File: config.mk
export PLATFORM = sky130hd
export DESIGN_NAME = dimgr_top
export DESIGN_NICKNAME = d
export VERILOG_FILES = /design/src/shared/dimgr_pkg.sv /design/src/rtl/dimgr_top.sv
export SDC_FILE = /design/constraint.sdc
export NUM_CORES = 1
export LEC_CHECK = 0
export BUFFER_PORTS_ARGS = -buffer_cell sky130_fd_sc_hd__buf_2
export CELL_PAD_IN_SITES_DETAIL_PLACEMENT = 1
export CELL_PAD_IN_SITES_GLOBAL_PLACEMENT = 2
export CORE_UTILIZATION = 29
export DETAILED_ROUTE_END_ITERATION = 6
export PLACE_DENSITY_LB_ADDON = 0.08
export SYNTH_ARGS = -nofsm -noshare
export SYNTH_HDL_FRONTEND = slang
export SYNTH_SLANG_ARGS = --single-unit
File: constraint.sdc
create_clock -name clock -period 2.3 [get_ports clock]
set_clock_uncertainty 0.2 [all_clocks]
set_input_delay 0.23 -clock clock [delete_from_list [all_inputs] [get_ports clock]]
set_output_delay 0.23 -clock clock [all_outputs]
set_load 0.02 [all_outputs]
File: src/shared/dimgr_pkg.sv
//----------------------------------------------------------------------
// Purpose : Shared constants and types for the discrete I/O manager
// Assumes : 100 MHz system clock, 24 field inputs, 12 relay drivers
// Notes   : Input indices are zero based (input one is index 0)
//----------------------------------------------------------------------
package dimgr_pkg;

  // ********************************************************************
  // Sizes
  // ********************************************************************
  localparam int NUM_IN      = 24;
  localparam int NUM_CFG_IN  = 21;  // Inputs four to twenty-four
  localparam int NUM_OUT     = 12;
  localparam int NUM_SEL_OUT = 10;
  localparam int NUM_CTRL_FN = 30;  // Preprogrammed sources 1..30
  localparam int NUM_FIXED   = 3;   // Inputs with dedicated duty

  // ********************************************************************
  // Default input positions
  // ********************************************************************
  localparam int IDX_SHUTDOWN = 0;
  localparam int IDX_START    = 1;
  localparam int IDX_RESET    = 2;
  localparam int IDX_ACK      = 3;
  localparam int IDX_RATED    = 8;
  localparam int IDX_FUEL     = 10;
  localparam int IDX_GENBRK   = 13;
  localparam int IDX_UTILBRK  = 14;
  localparam int IDX_CUST_RW  = 20;  // Remote writes 21..24 feed relays

  // Remote contributions kept across a link loss
  localparam logic [NUM_IN-1:0] HOLD_MASK = 24'h000403;

  // ********************************************************************
  // Function codes for inputs four to twenty-four
  // ********************************************************************
  localparam logic [1:0] FN_DEFAULT    = 2'h0;
  localparam logic [1:0] FN_PERMISSIVE = 2'h1;
  localparam logic [1:0] FN_ALARM      = 2'h2;
  localparam logic [1:0] FN_SHUTDOWN   = 2'h3;

  // Relay source selector range
  localparam logic [5:0] SEL_CUST_FIRST = 6'h1f;
  localparam logic [5:0] SEL_CUST_LAST  = 6'h22;

  // ********************************************************************
  // Timing
  // ********************************************************************
  localparam int CLK_HZ       = 100_000_000;
  localparam int RATE_FAST_MS = 10;
  localparam int RATE_MID_MS  = 40;
  localparam int RATE_SLOW_MS = 160;
  localparam int FAST_CYC     = CLK_HZ / 1000 * RATE_FAST_MS;
  localparam int MID_DIV      = RATE_MID_MS / RATE_FAST_MS;
  localparam int SLOW_DIV     = RATE_SLOW_MS / RATE_FAST_MS;
  localparam int TICK_W       = 20;
  localparam int GRP_W        = 4;

  // Reset values
  localparam logic [NUM_IN-1:0]  IN_RST    = 24'h000000;
  localparam logic [NUM_OUT-1:0] RELAY_RST = 12'h000;

  // Alarm horn states
  typedef enum logic [1:0] {
    HORN_QUIET = 2'b01,
    HORN_SOUND = 2'b10
  } dimgr_horn_t;

  // Decoded commands toward the fuel control
  typedef struct packed {
    logic fuel_off;
    logic start_run;
    logic sys_reset;
    logic sys_ack;
    logic liquid_fuel;
    logic rated_hold;
    logic baseload;
    logic load_share_en;
    logic permissive_ok;
    logic alarm_any;
    logic shutdown_any;
  } dimgr_cmd_t;

endpackage : dimgr_pkg

File: src/rtl/dimgr_top.sv
//----------------------------------------------------------------------
// Purpose : Discrete input conditioning and relay driver outputs
// Assumes : Field pins asynchronous; config and remote values on clock
// Notes   : Relay groups refresh on 10/40/160 ms enables
//----------------------------------------------------------------------
// Operation
// - Accept twenty-four sampled discrete field inputs
// - Customer use of inputs 1-3 drops duty
// - Publish state of every input for readback
// - Inputs 4-24 configurable: permissive, alarm, shutdown
// - Effective input is field OR enabled remote
// - Link loss: hold three remotes, clear others
// - Polarity of each input configurable; function of inputs 4-24
// - Input1 inactive commands fuel off; input2 starts
// - Input3 resets, input4 acknowledges alarms
// - Fuel select active liquid, inactive gas
// - Rated hold, or baseload with breaker closed
// - Utility breaker open enables load sharing
// - Provide twelve relay driver outputs
// - Relay1 energized while healthy without shutdown
// - Other relays rest de-energized until driven
// - Summary mode: alarm relay follows any alarm
// - Horn mode: set on event, clear on ack
// - Ten relays pick source via selector
// - Selections 31-34 drive remote customer values
// - Relays 1-6 10ms, 7-9 40ms, 10-12 160ms
`timescale 1ns/1ps

module dimgr_top
  import dimgr_pkg::*;
#(
  parameter int TICK_CYC = FAST_CYC
)(
  input  wire logic                          clock,
  input  wire logic                          nrst,
  input  wire logic [NUM_IN-1:0]             field_in,
  input  wire logic [NUM_IN-1:0]             pol_high,
  input  wire logic [NUM_IN-1:0]             remote_val,
  input  wire logic [NUM_IN-1:0]             remote_en,
  input  wire logic                          link_ok,
  input  wire logic [NUM_FIXED-1:0]          cust_use,
  input  wire logic [NUM_CFG_IN-1:0][1:0]    fn_sel,
  input  wire logic                          horn_mode,
  input  wire logic [NUM_SEL_OUT-1:0][5:0]   out_sel,
  input  wire logic [NUM_CTRL_FN-1:0]        ctrl_func,
  input  wire logic                          ctrl_healthy,
  input  wire logic                          ctrl_shutdown,
  input  wire logic                          ctrl_alarm,
  output logic      [NUM_IN-1:0]             in_status,
  output dimgr_cmd_t                         cmd,
  output logic      [NUM_OUT-1:0]            relay_out
);

  // ********************************************************************
  // Declarations
  // ********************************************************************
  logic [NUM_IN-1:0]  sync1_ff, sync2_ff, nxt_sync1, nxt_sync2;
  logic [NUM_IN-1:0]  rem_ff, nxt_rem;
  logic [NUM_IN-1:0]  eff_ff, nxt_eff;
  logic [NUM_IN-1:0]  field_act;
  logic [NUM_CFG_IN:0] alm_vec;
  logic [NUM_CFG_IN:0] alm_prev_ff, nxt_alm_prev;
  dimgr_horn_t        horn_ff, nxt_horn;
  logic [TICK_W-1:0]  tick_cnt_ff, nxt_tick_cnt;
  logic [GRP_W-1:0]   grp_cnt_ff, nxt_grp_cnt;
  logic               tick_fast, tick_mid, tick_slow;
  logic [NUM_OUT-1:0] relay_ff, nxt_relay;
  logic [NUM_OUT-1:0] relay_want;
  logic [63:0]        src_vec;
  logic               new_alarm;
  logic               alarm_drv;
  logic               perm_ok, in_alarm, in_shut;
  logic [NUM_IN-1:0]  dflt_eff;
  dimgr_cmd_t         cmd_c;

  // ********************************************************************
  // Field synchronizer
  // ********************************************************************
  // Two stages before any logic looks at a pin
  always_comb
  begin
    nxt_sync1 = field_in;
    nxt_sync2 = sync1_ff;
  end

  always_ff @(posedge clock or negedge nrst)
  begin
    if (!nrst)
    begin
      sync1_ff <= IN_RST;
      sync2_ff <= IN_RST;
    end
    else
    begin
      sync1_ff <= nxt_sync1;
      sync2_ff <= nxt_sync2;
    end
  end

  // ********************************************************************
  // Remote contributions and effective input state
  // ********************************************************************
  // Polarity fold, then OR with the latched remote value
  always_comb
  begin
    field_act = ~(sync2_ff ^ pol_high);
    if (link_ok)
      nxt_rem = remote_val & remote_en;
    else
      nxt_rem = rem_ff & HOLD_MASK;
    nxt_eff = field_act | rem_ff;
  end

  always_ff @(posedge clock or negedge nrst)
  begin
    if (!nrst)
    begin
      rem_ff <= IN_RST;
      eff_ff <= IN_RST;
    end
    else
    begin
      rem_ff <= nxt_rem;
      eff_ff <= nxt_eff;
    end
  end

  assign in_status = eff_ff;

  // ********************************************************************
  // Function decode
  // ********************************************************************
  // Configurable inputs fold into sums; a coded input loses its named duty
  always_comb
  begin
    perm_ok  = 1'b1;
    in_alarm = 1'b0;
    in_shut  = 1'b0;
    dflt_eff = eff_ff;
    for (int i = 0; i < NUM_CFG_IN; i++)
    begin
      case (fn_sel[i])
        FN_PERMISSIVE: perm_ok  = perm_ok & eff_ff[i+NUM_FIXED];
        FN_ALARM:      in_alarm = in_alarm | eff_ff[i+NUM_FIXED];
        FN_SHUTDOWN:   in_shut  = in_shut | eff_ff[i+NUM_FIXED];
        default:       ;
      endcase
      if (fn_sel[i] != FN_DEFAULT)
        dflt_eff[i+NUM_FIXED] = 1'b0;
    end
  end

  // Dedicated duties drop out when an input is given to the customer
  always_comb
  begin
    cmd_c               = '0;
    cmd_c.fuel_off      = !cust_use[IDX_SHUTDOWN] && !eff_ff[IDX_SHUTDOWN];
    cmd_c.start_run     = !cust_use[IDX_START] && eff_ff[IDX_START];
    cmd_c.sys_reset     = !cust_use[IDX_RESET] && eff_ff[IDX_RESET];
    cmd_c.sys_ack       = dflt_eff[IDX_ACK];
    cmd_c.liquid_fuel   = dflt_eff[IDX_FUEL];
    cmd_c.rated_hold    = dflt_eff[IDX_RATED] && !dflt_eff[IDX_GENBRK];
    cmd_c.baseload      = dflt_eff[IDX_RATED] && dflt_eff[IDX_GENBRK];
    cmd_c.load_share_en = dflt_eff[IDX_UTILBRK];
    cmd_c.permissive_ok = perm_ok;
    cmd_c.alarm_any     = in_alarm | ctrl_alarm;
    cmd_c.shutdown_any  = in_shut | ctrl_shutdown | cmd_c.fuel_off;
  end

  assign cmd = cmd_c;

  // ********************************************************************
  // Alarm horn
  // ********************************************************************
  // A new event is any alarm source rising; set beats acknowledge
  // A process, not a function call, so input changes re-evaluate it
  always_comb
  begin
    alm_vec[NUM_CFG_IN] = ctrl_alarm;
    for (int i = 0; i < NUM_CFG_IN; i++)
      alm_vec[i] = (fn_sel[i] == FN_ALARM) && eff_ff[i+NUM_FIXED];
  end

  assign new_alarm = |(alm_vec & ~alm_prev_ff);

  always_comb
  begin
    nxt_alm_prev = alm_vec;
    case (horn_ff)
      HORN_QUIET: nxt_horn = new_alarm ? HORN_SOUND : HORN_QUIET;
      HORN_SOUND: nxt_horn = (cmd_c.sys_ack && !new_alarm) ? HORN_QUIET
                                                           : HORN_SOUND;
      default:    nxt_horn = HORN_QUIET;
    endcase
  end

  always_ff @(posedge clock or negedge nrst)
  begin
    if (!nrst)
    begin
      alm_prev_ff <= '0;
      horn_ff     <= HORN_QUIET;
    end
    else
    begin
      alm_prev_ff <= nxt_alm_prev;
      horn_ff     <= nxt_horn;
    end
  end

  // Summary mode tracks the level, horn mode the latched event
  assign alarm_drv = horn_mode ? (horn_ff == HORN_SOUND) : cmd_c.alarm_any;

  // ********************************************************************
  // Rate group divider
  // ********************************************************************
  // One 10 ms enable; slower groups ride on a count of those
  assign tick_fast = (tick_cnt_ff == TICK_W'(TICK_CYC - 1));
  assign tick_mid  = tick_fast && (grp_cnt_ff[1:0] == 2'(MID_DIV - 1));
  assign tick_slow = tick_fast && (grp_cnt_ff == GRP_W'(SLOW_DIV - 1));

  always_comb
  begin
    nxt_tick_cnt = tick_fast ? '0 : tick_cnt_ff + 1'b1;
    nxt_grp_cnt  = tick_fast ? grp_cnt_ff + 1'b1 : grp_cnt_ff;
  end

  always_ff @(posedge clock or negedge nrst)
  begin
    if (!nrst)
    begin
      tick_cnt_ff <= '0;
      grp_cnt_ff  <= '0;
    end
    else
    begin
      tick_cnt_ff <= nxt_tick_cnt;
      grp_cnt_ff  <= nxt_grp_cnt;
    end
  end

  // ********************************************************************
  // Relay drivers
  // ********************************************************************
  // Source table: code 0 and codes past 34 drive nothing
  always_comb
  begin
    src_vec = '0;
    src_vec[NUM_CTRL_FN:1] = ctrl_func;
    src_vec[SEL_CUST_LAST:SEL_CUST_FIRST] = rem_ff[IDX_CUST_RW +: 4];
    relay_want    = '0;
    relay_want[0] = ctrl_healthy && !cmd_c.shutdown_any;
    relay_want[1] = alarm_drv;
    for (int k = 0; k < NUM_SEL_OUT; k++)
      relay_want[k+2] = src_vec[out_sel[k]];
  end

  // Each group only moves on its own enable
  always_comb
  begin
    nxt_relay = relay_ff;
    if (tick_fast)
      nxt_relay[5:0] = relay_want[5:0];
    if (tick_mid)
      nxt_relay[8:6] = relay_want[8:6];
    if (tick_slow)
      nxt_relay[11:9] = relay_want[11:9];
  end

  // Fail safe: all de-energized until the first refresh
  always_ff @(posedge clock or negedge nrst)
  begin
    if (!nrst)
      relay_ff <= RELAY_RST;
    else
      relay_ff <= nxt_relay;
  end

  assign relay_out = relay_ff;
endmodule : dimgr_top

Word level (Yosys, flattened, before mapping)
Index checks and enable logic that the tools add are counted.
{ "word_totals": {"elab_cells": 298, "output_inout_bits": 47, "ff_bits": 156, "inputBits": 238} }
{ "op_classes": {"addsub": 2, "eq_ne": 68, "muxes": 94, "magnitude_cmp": 10, "n_reduce_logical": 43, "n_bitwise": 69} }
{ "ops": {"columns": ["operator", "n"], "rows": [
  ["$eq 2x2->1 const B", 44],
  ["$mux 1", 79],
  ["$lt 6x7->1 const B", 10],
  ["$bmux 1 s6", 10],
  ["$eq 2x1->1 const B", 22],
  ["$or 1x1->1", 43],
  ["$logic_and 1x1->1", 30],
  ["$and 24x24->24", 1],
  ["$mux 24", 1],
  ["$not 24->24", 1],
  ["$or 24x24->24", 1],
  ["$xor 24x24->24", 1],
  ["$and 22x22->22", 1],
  ["$not 22->22", 1],
  ["$reduce_or 22->1", 1],
  ["$add 20x1->20 const B", 1],
  ["$and 1x1->1", 20],
  ["$eq 20x20->1 const B", 1],
  ["$mux 20", 1],
  ["$reduce_bool 2->1", 5],
  ["$logic_not 1->1", 7],
  ["$add 4x1->4 const B", 1],
  ["$eq 4x4->1 const B", 1],
  ["$mux 2", 2],
  ["$pmux 2 s2", 1]
]} }

Longest topological paths before layout
{ "depth": {"depth_word": 46, "mapped_depth": 7, "mapped_depth_nobuf": 6} }

Worst setup path before layout
Ideal clock, no wire load.
{ "synth_timing": {"path_type": "reg-to-reg", "startpoint": "register tick_cnt_ff[7]", "endpoint": "register relay_ff[7], in the netlist relay_out[7]", "path_buffers": 1, "path_slack_ps": -98, "setup_time_ps": 125, "synth_period_minus_slack_ps": 2398, "stages_incl_launch_ff": 7, "arrival_ps": 2073, "t_required_ps": 1975, "path_cell_list": "dfrtp_1 or4b_1 or4_1 buf_6 nor2_8 nand2_2 mux2_4"} }
{ "synth_between": {"elab_chain_cells": 2} }
{ "synth_rtl": {"columns": ["item", "line", "text"], "rows": [
  ["from (decl)", "dimgr_top.sv:64", "logic [TICK_W-1:0] tick_cnt_ff, nxt_tick_cnt;"],
  ["from (signal assigned)", "dimgr_top.sv:237", "tick_cnt_ff <= nxt_tick_cnt;"],
  ["$eq 20x20->1", "dimgr_top.sv:218", "assign tick_fast = (tick_cnt_ff == TICK_W'(TICK_CYC - 1));"],
  ["$logic_and 1x1->1", "dimgr_top.sv:219", "assign tick_mid = tick_fast && (grp_cnt_ff[1:0] == 2'(MID_DIV - 1));"],
  ["to (signal assigned)", "dimgr_top.sv:276", "relay_ff <= nxt_relay;"],
  ["to (decl)", "dimgr_top.sv:67", "logic [NUM_OUT-1:0] relay_ff, nxt_relay;"]
]} }
Every way passes these cells.
A chain may end at the register's enable or synchronous reset.

Worst setup path in the final report
{ "layout_timing": {"startpoint": "register tick_cnt_ff[13]", "endpoint": "register relay_ff[2], in the netlist relay_out[2]"} }
{ "layout_between": {"elab_chain_cells": 1} }
{ "layout_rtl": {"columns": ["item", "line"], "rows": [
  ["$eq 20x20->1", "dimgr_top.sv:218"]
]} }
Every way passes these cells.

==> flow_summary_export.csv <==
group,metric,value,unit
pwr,p_leak,6.49,nW
synthesis,synth-xor-area-share,3.90,%
detailed_routing,detail_route.iter0.violations,476,
synthesis,synth_seq_cells,156,
critical_path,rrSetupSlack,-130,ps
synthesis,synth-edff-count,0,
clock_tree,clk_latency,450,ps
place,dp_cells,1580,
pwr,power.density,549,nW/um2
synthesis,yosys.area_share.adder,0.531,%
place,dpl.hpwl,27100,um
detailed_routing,drtAntennaViolNets,0,
global_routing,grt_pass1_wl,57400,um
layout,fin_area,13900,um2
layout,fin_util,43.7,%
flow_run,maxCapViolCount,0,
detailed_routing,drt_wl_total,37900,um
clock_tree,htree_levels,4,
clock_tree,cts.path.max_buffers,2,
detailed_routing,viasPerCell,5.13,
layout,nets,1567,
min_path,min_path_cells,3,
detailed_routing,drt-met1-wl,16800,um
critical_path,r2r_start,"tick_cnt_ff[13]",
clock_tree,clk_pin_slew,90,ps
synthesis,synth.distinct_cells,70,
status,status,"finished with violations",
detailed_routing,via_count,9116,
layout,final_cells,1776,
synthesis,synth.mux.area_fraction,20.1,%
detailed_routing,drc_errors,0,
detailed_routing,highest_layer,"met4",
detailed_routing,dr.pass1.iters,5,
global_routing,antenna_found_initial,3,
sta,final-max-slew-violation-count,0,
place,portBuffers,284,
pwr,vdd_ir_drop_max,0.000603,V
global_routing,grt_overflow,0,
clock_tree,cts_tree,"built",
synthesis,synth_most_common_cell,"dfrtp_1",
die,start_util,29.6,%
synthesis,synth-simple-area-share,20.2,%
detailed_routing,wl_per_cell,21.3,um
place,place_area,11600,um2
global_routing,grt_pass1_vias,9680,
die,die_w,182,um
synthesis,ys_seq_area_share,41.4,%
synthesis,synth_top_family_by_area,"simple AND/OR/NAND/NOR gates",
sta,period_minus_slack,2430,ps
synthesis,syn-num-nets,1109,
critical_path,r2r_cells,6,
layout,drive_gt1_share,35.5,%
critical_path,startpoint_type,"register",
place,gp_congestion,0.818,
sta,worstMarginPinSlew,656,ps
sta,timing.fmax,411,MHz
min_path,hp-start,"fn_sel[5]",
layout,multiInputGateArea,5220,um2
sta,rsz0062_at_grt,"true",
die,die_h,182,um
synthesis,netlist_instances,867,
synthesis,ys.flop_type,"dfrtp_1",
min_path,whs_endpoint,"alm_prev_ff[2]",
synthesis,async_flop_share,100,%
layout,syn_to_final_growth,47.3,%
sta,setup_ws,-132,ps
layout,fillers,3612,
critical_path,cp_data_required_time,2430,ps
clock_tree,cts_root_buf,"clkbuf_16",
critical_path,crit_fanout,7,
die,coreArea,31800,um2
sta,timing.final.crit_share,106,%
global_routing,track_usage,23.1,%
synthesis,synth.avg_cell_area,10.9,um2
synthesis,synth-compound-area-share,9.77,%
synthesis,yosysWarningCount,0,
synthesis,syn_area,9420,um2
synthesis,synth_area_leaders,"dfrtp_1 41%, mux4_2 12%, mux2i_1 6.1%",
detailed_routing,wl_met2,18400,um
detailed_routing,wl_met3,1890,um
min_path,hold_class,"primary input to register",
pwr,p_total,7.63,mW
critical_path,end_kind,"register",
sta,relSlewSlack,56.3,%
synthesis,yosysTopAreaCell,"dfrtp_1",
critical_path,r2r-end,"relay_out[2]",
status,failed_checks,"negative setup slack",
die,io_pins,285,
layout,seqCellArea,3910,um2
die,dieArea,33200,um2
sta,setup_viol,24,
synthesis,synthTopCellsByCount,"155 x dfrtp_1, 57 x mux2i_1, 54 x nor2_1",
critical_path,arrival,2570,ps
clock_tree,clock_sinks,156,
synthesis,netlist.area_leader.share,41.2,%
global_routing,grt_max_degree,60,
sta,hold_violations,0,
critical_path,crit_type,"register to register",
die,rows,65,
clock_tree,cts_buffers,17,
place,dp_slack,-207,ps
logic make-up after synthesis:
family,Yosys count
xor+xnor,42
flops,156
simple gates,325
buf+inv,95
compound gates,122
fa+ha+maj,4
mux,123
critical path, stage by stage, from the launching register on:
cell     delay, ps
dfrtp_1        380
or4_4          520
or4_4          620
nor2_8         200
buf_4          190
o311a_1        160
a21oi_1         70
cell type report:
| class | count | share of cell area [%] |
|---|---|---|
| multi-input combinational | 616 | 37.6 |
| sequential | 156 | 28.2 |
| timing repair buffer | 494 | 25.0 |
| tap | 435 | 3.92 |
| clock buffer | 18 | 3.09 |
| clock inverter | 14 | 1.11 |
| inverter | 40 | 1.08 |
| antenna | 3 | 0.0541 |
registers in the layout (all words and copies together), names as in the netlist:
name / cells
in_status: 24
rem_ff: 24
relay_out: 12
alm_prev_ff: 22
tick_cnt_ff: 20
grp_cnt_ff: 4
sync2_ff: 24
horn_ff: 2
nxt_sync2: 24
what timing repair did:
item,4_1_cts,5_1_grt
endpoints found under the hold margin,155,0
resized for setup,6,22
pin swaps,4,13
setup buffers,9,8
setup endpoints to repair,26,31
hold buffers,146,0
per-stage QoR:
stage | hold WS, ps | TNS (ps)
after floorplan | -266 | -422
after global placement | 63.6 | -2440
after detailed placement | 74.5 | -2990
after CTS | 2.90 | -3420
after global routing | 34.5 | -3490
final | 20.7 | -1810
where the power goes:
group,internal (mW),switching [mW]
registers,2.90,0.108
clock network,1.54,1.32
logic,0.852,0.902
routing by layer:
metal,GRT usage (%),up-vias
met4,6.92,0
met5,0,-
met1,30.1,4626
li1,-,4180
met2,38.4,262
met3,4.85,48
placed cells by master, fill, tap and decap left out, types with 18 or more instances in the layout:
cell type      Yosys  final
nor2_1            54     52
buf_2              2    281
inv_1             40     40
nand3_1           45     42
a21oi_1           18     18
mux2i_1           57     57
nand2_1           45     44
xor2_1            32     32
mux4_2            51     51
dlygate4sd3_1      0    146
dfrtp_1          155    151
nand2b_1          29     29
nor2b_1           19     19
and3_1            25     25
buf_4              2     56
worst max-delay path by stage:
stage	start	to	slack, ps
after floorplan	tick_cnt_ff[6]	relay_out[7]	-80
after global routing	tick_cnt_ff[13]	relay_out[5]	-200
after CTS	tick_cnt_ff[13]	relay_out[3]	-200
final	tick_cnt_ff[13]	relay_out[2]	-130
after global placement	tick_cnt_ff[6]	relay_out[2]	-170
after detailed placement	tick_cnt_ff[7]	relay_out[2]	-210
Note: power is estimated with default switching activity, not from simulation.
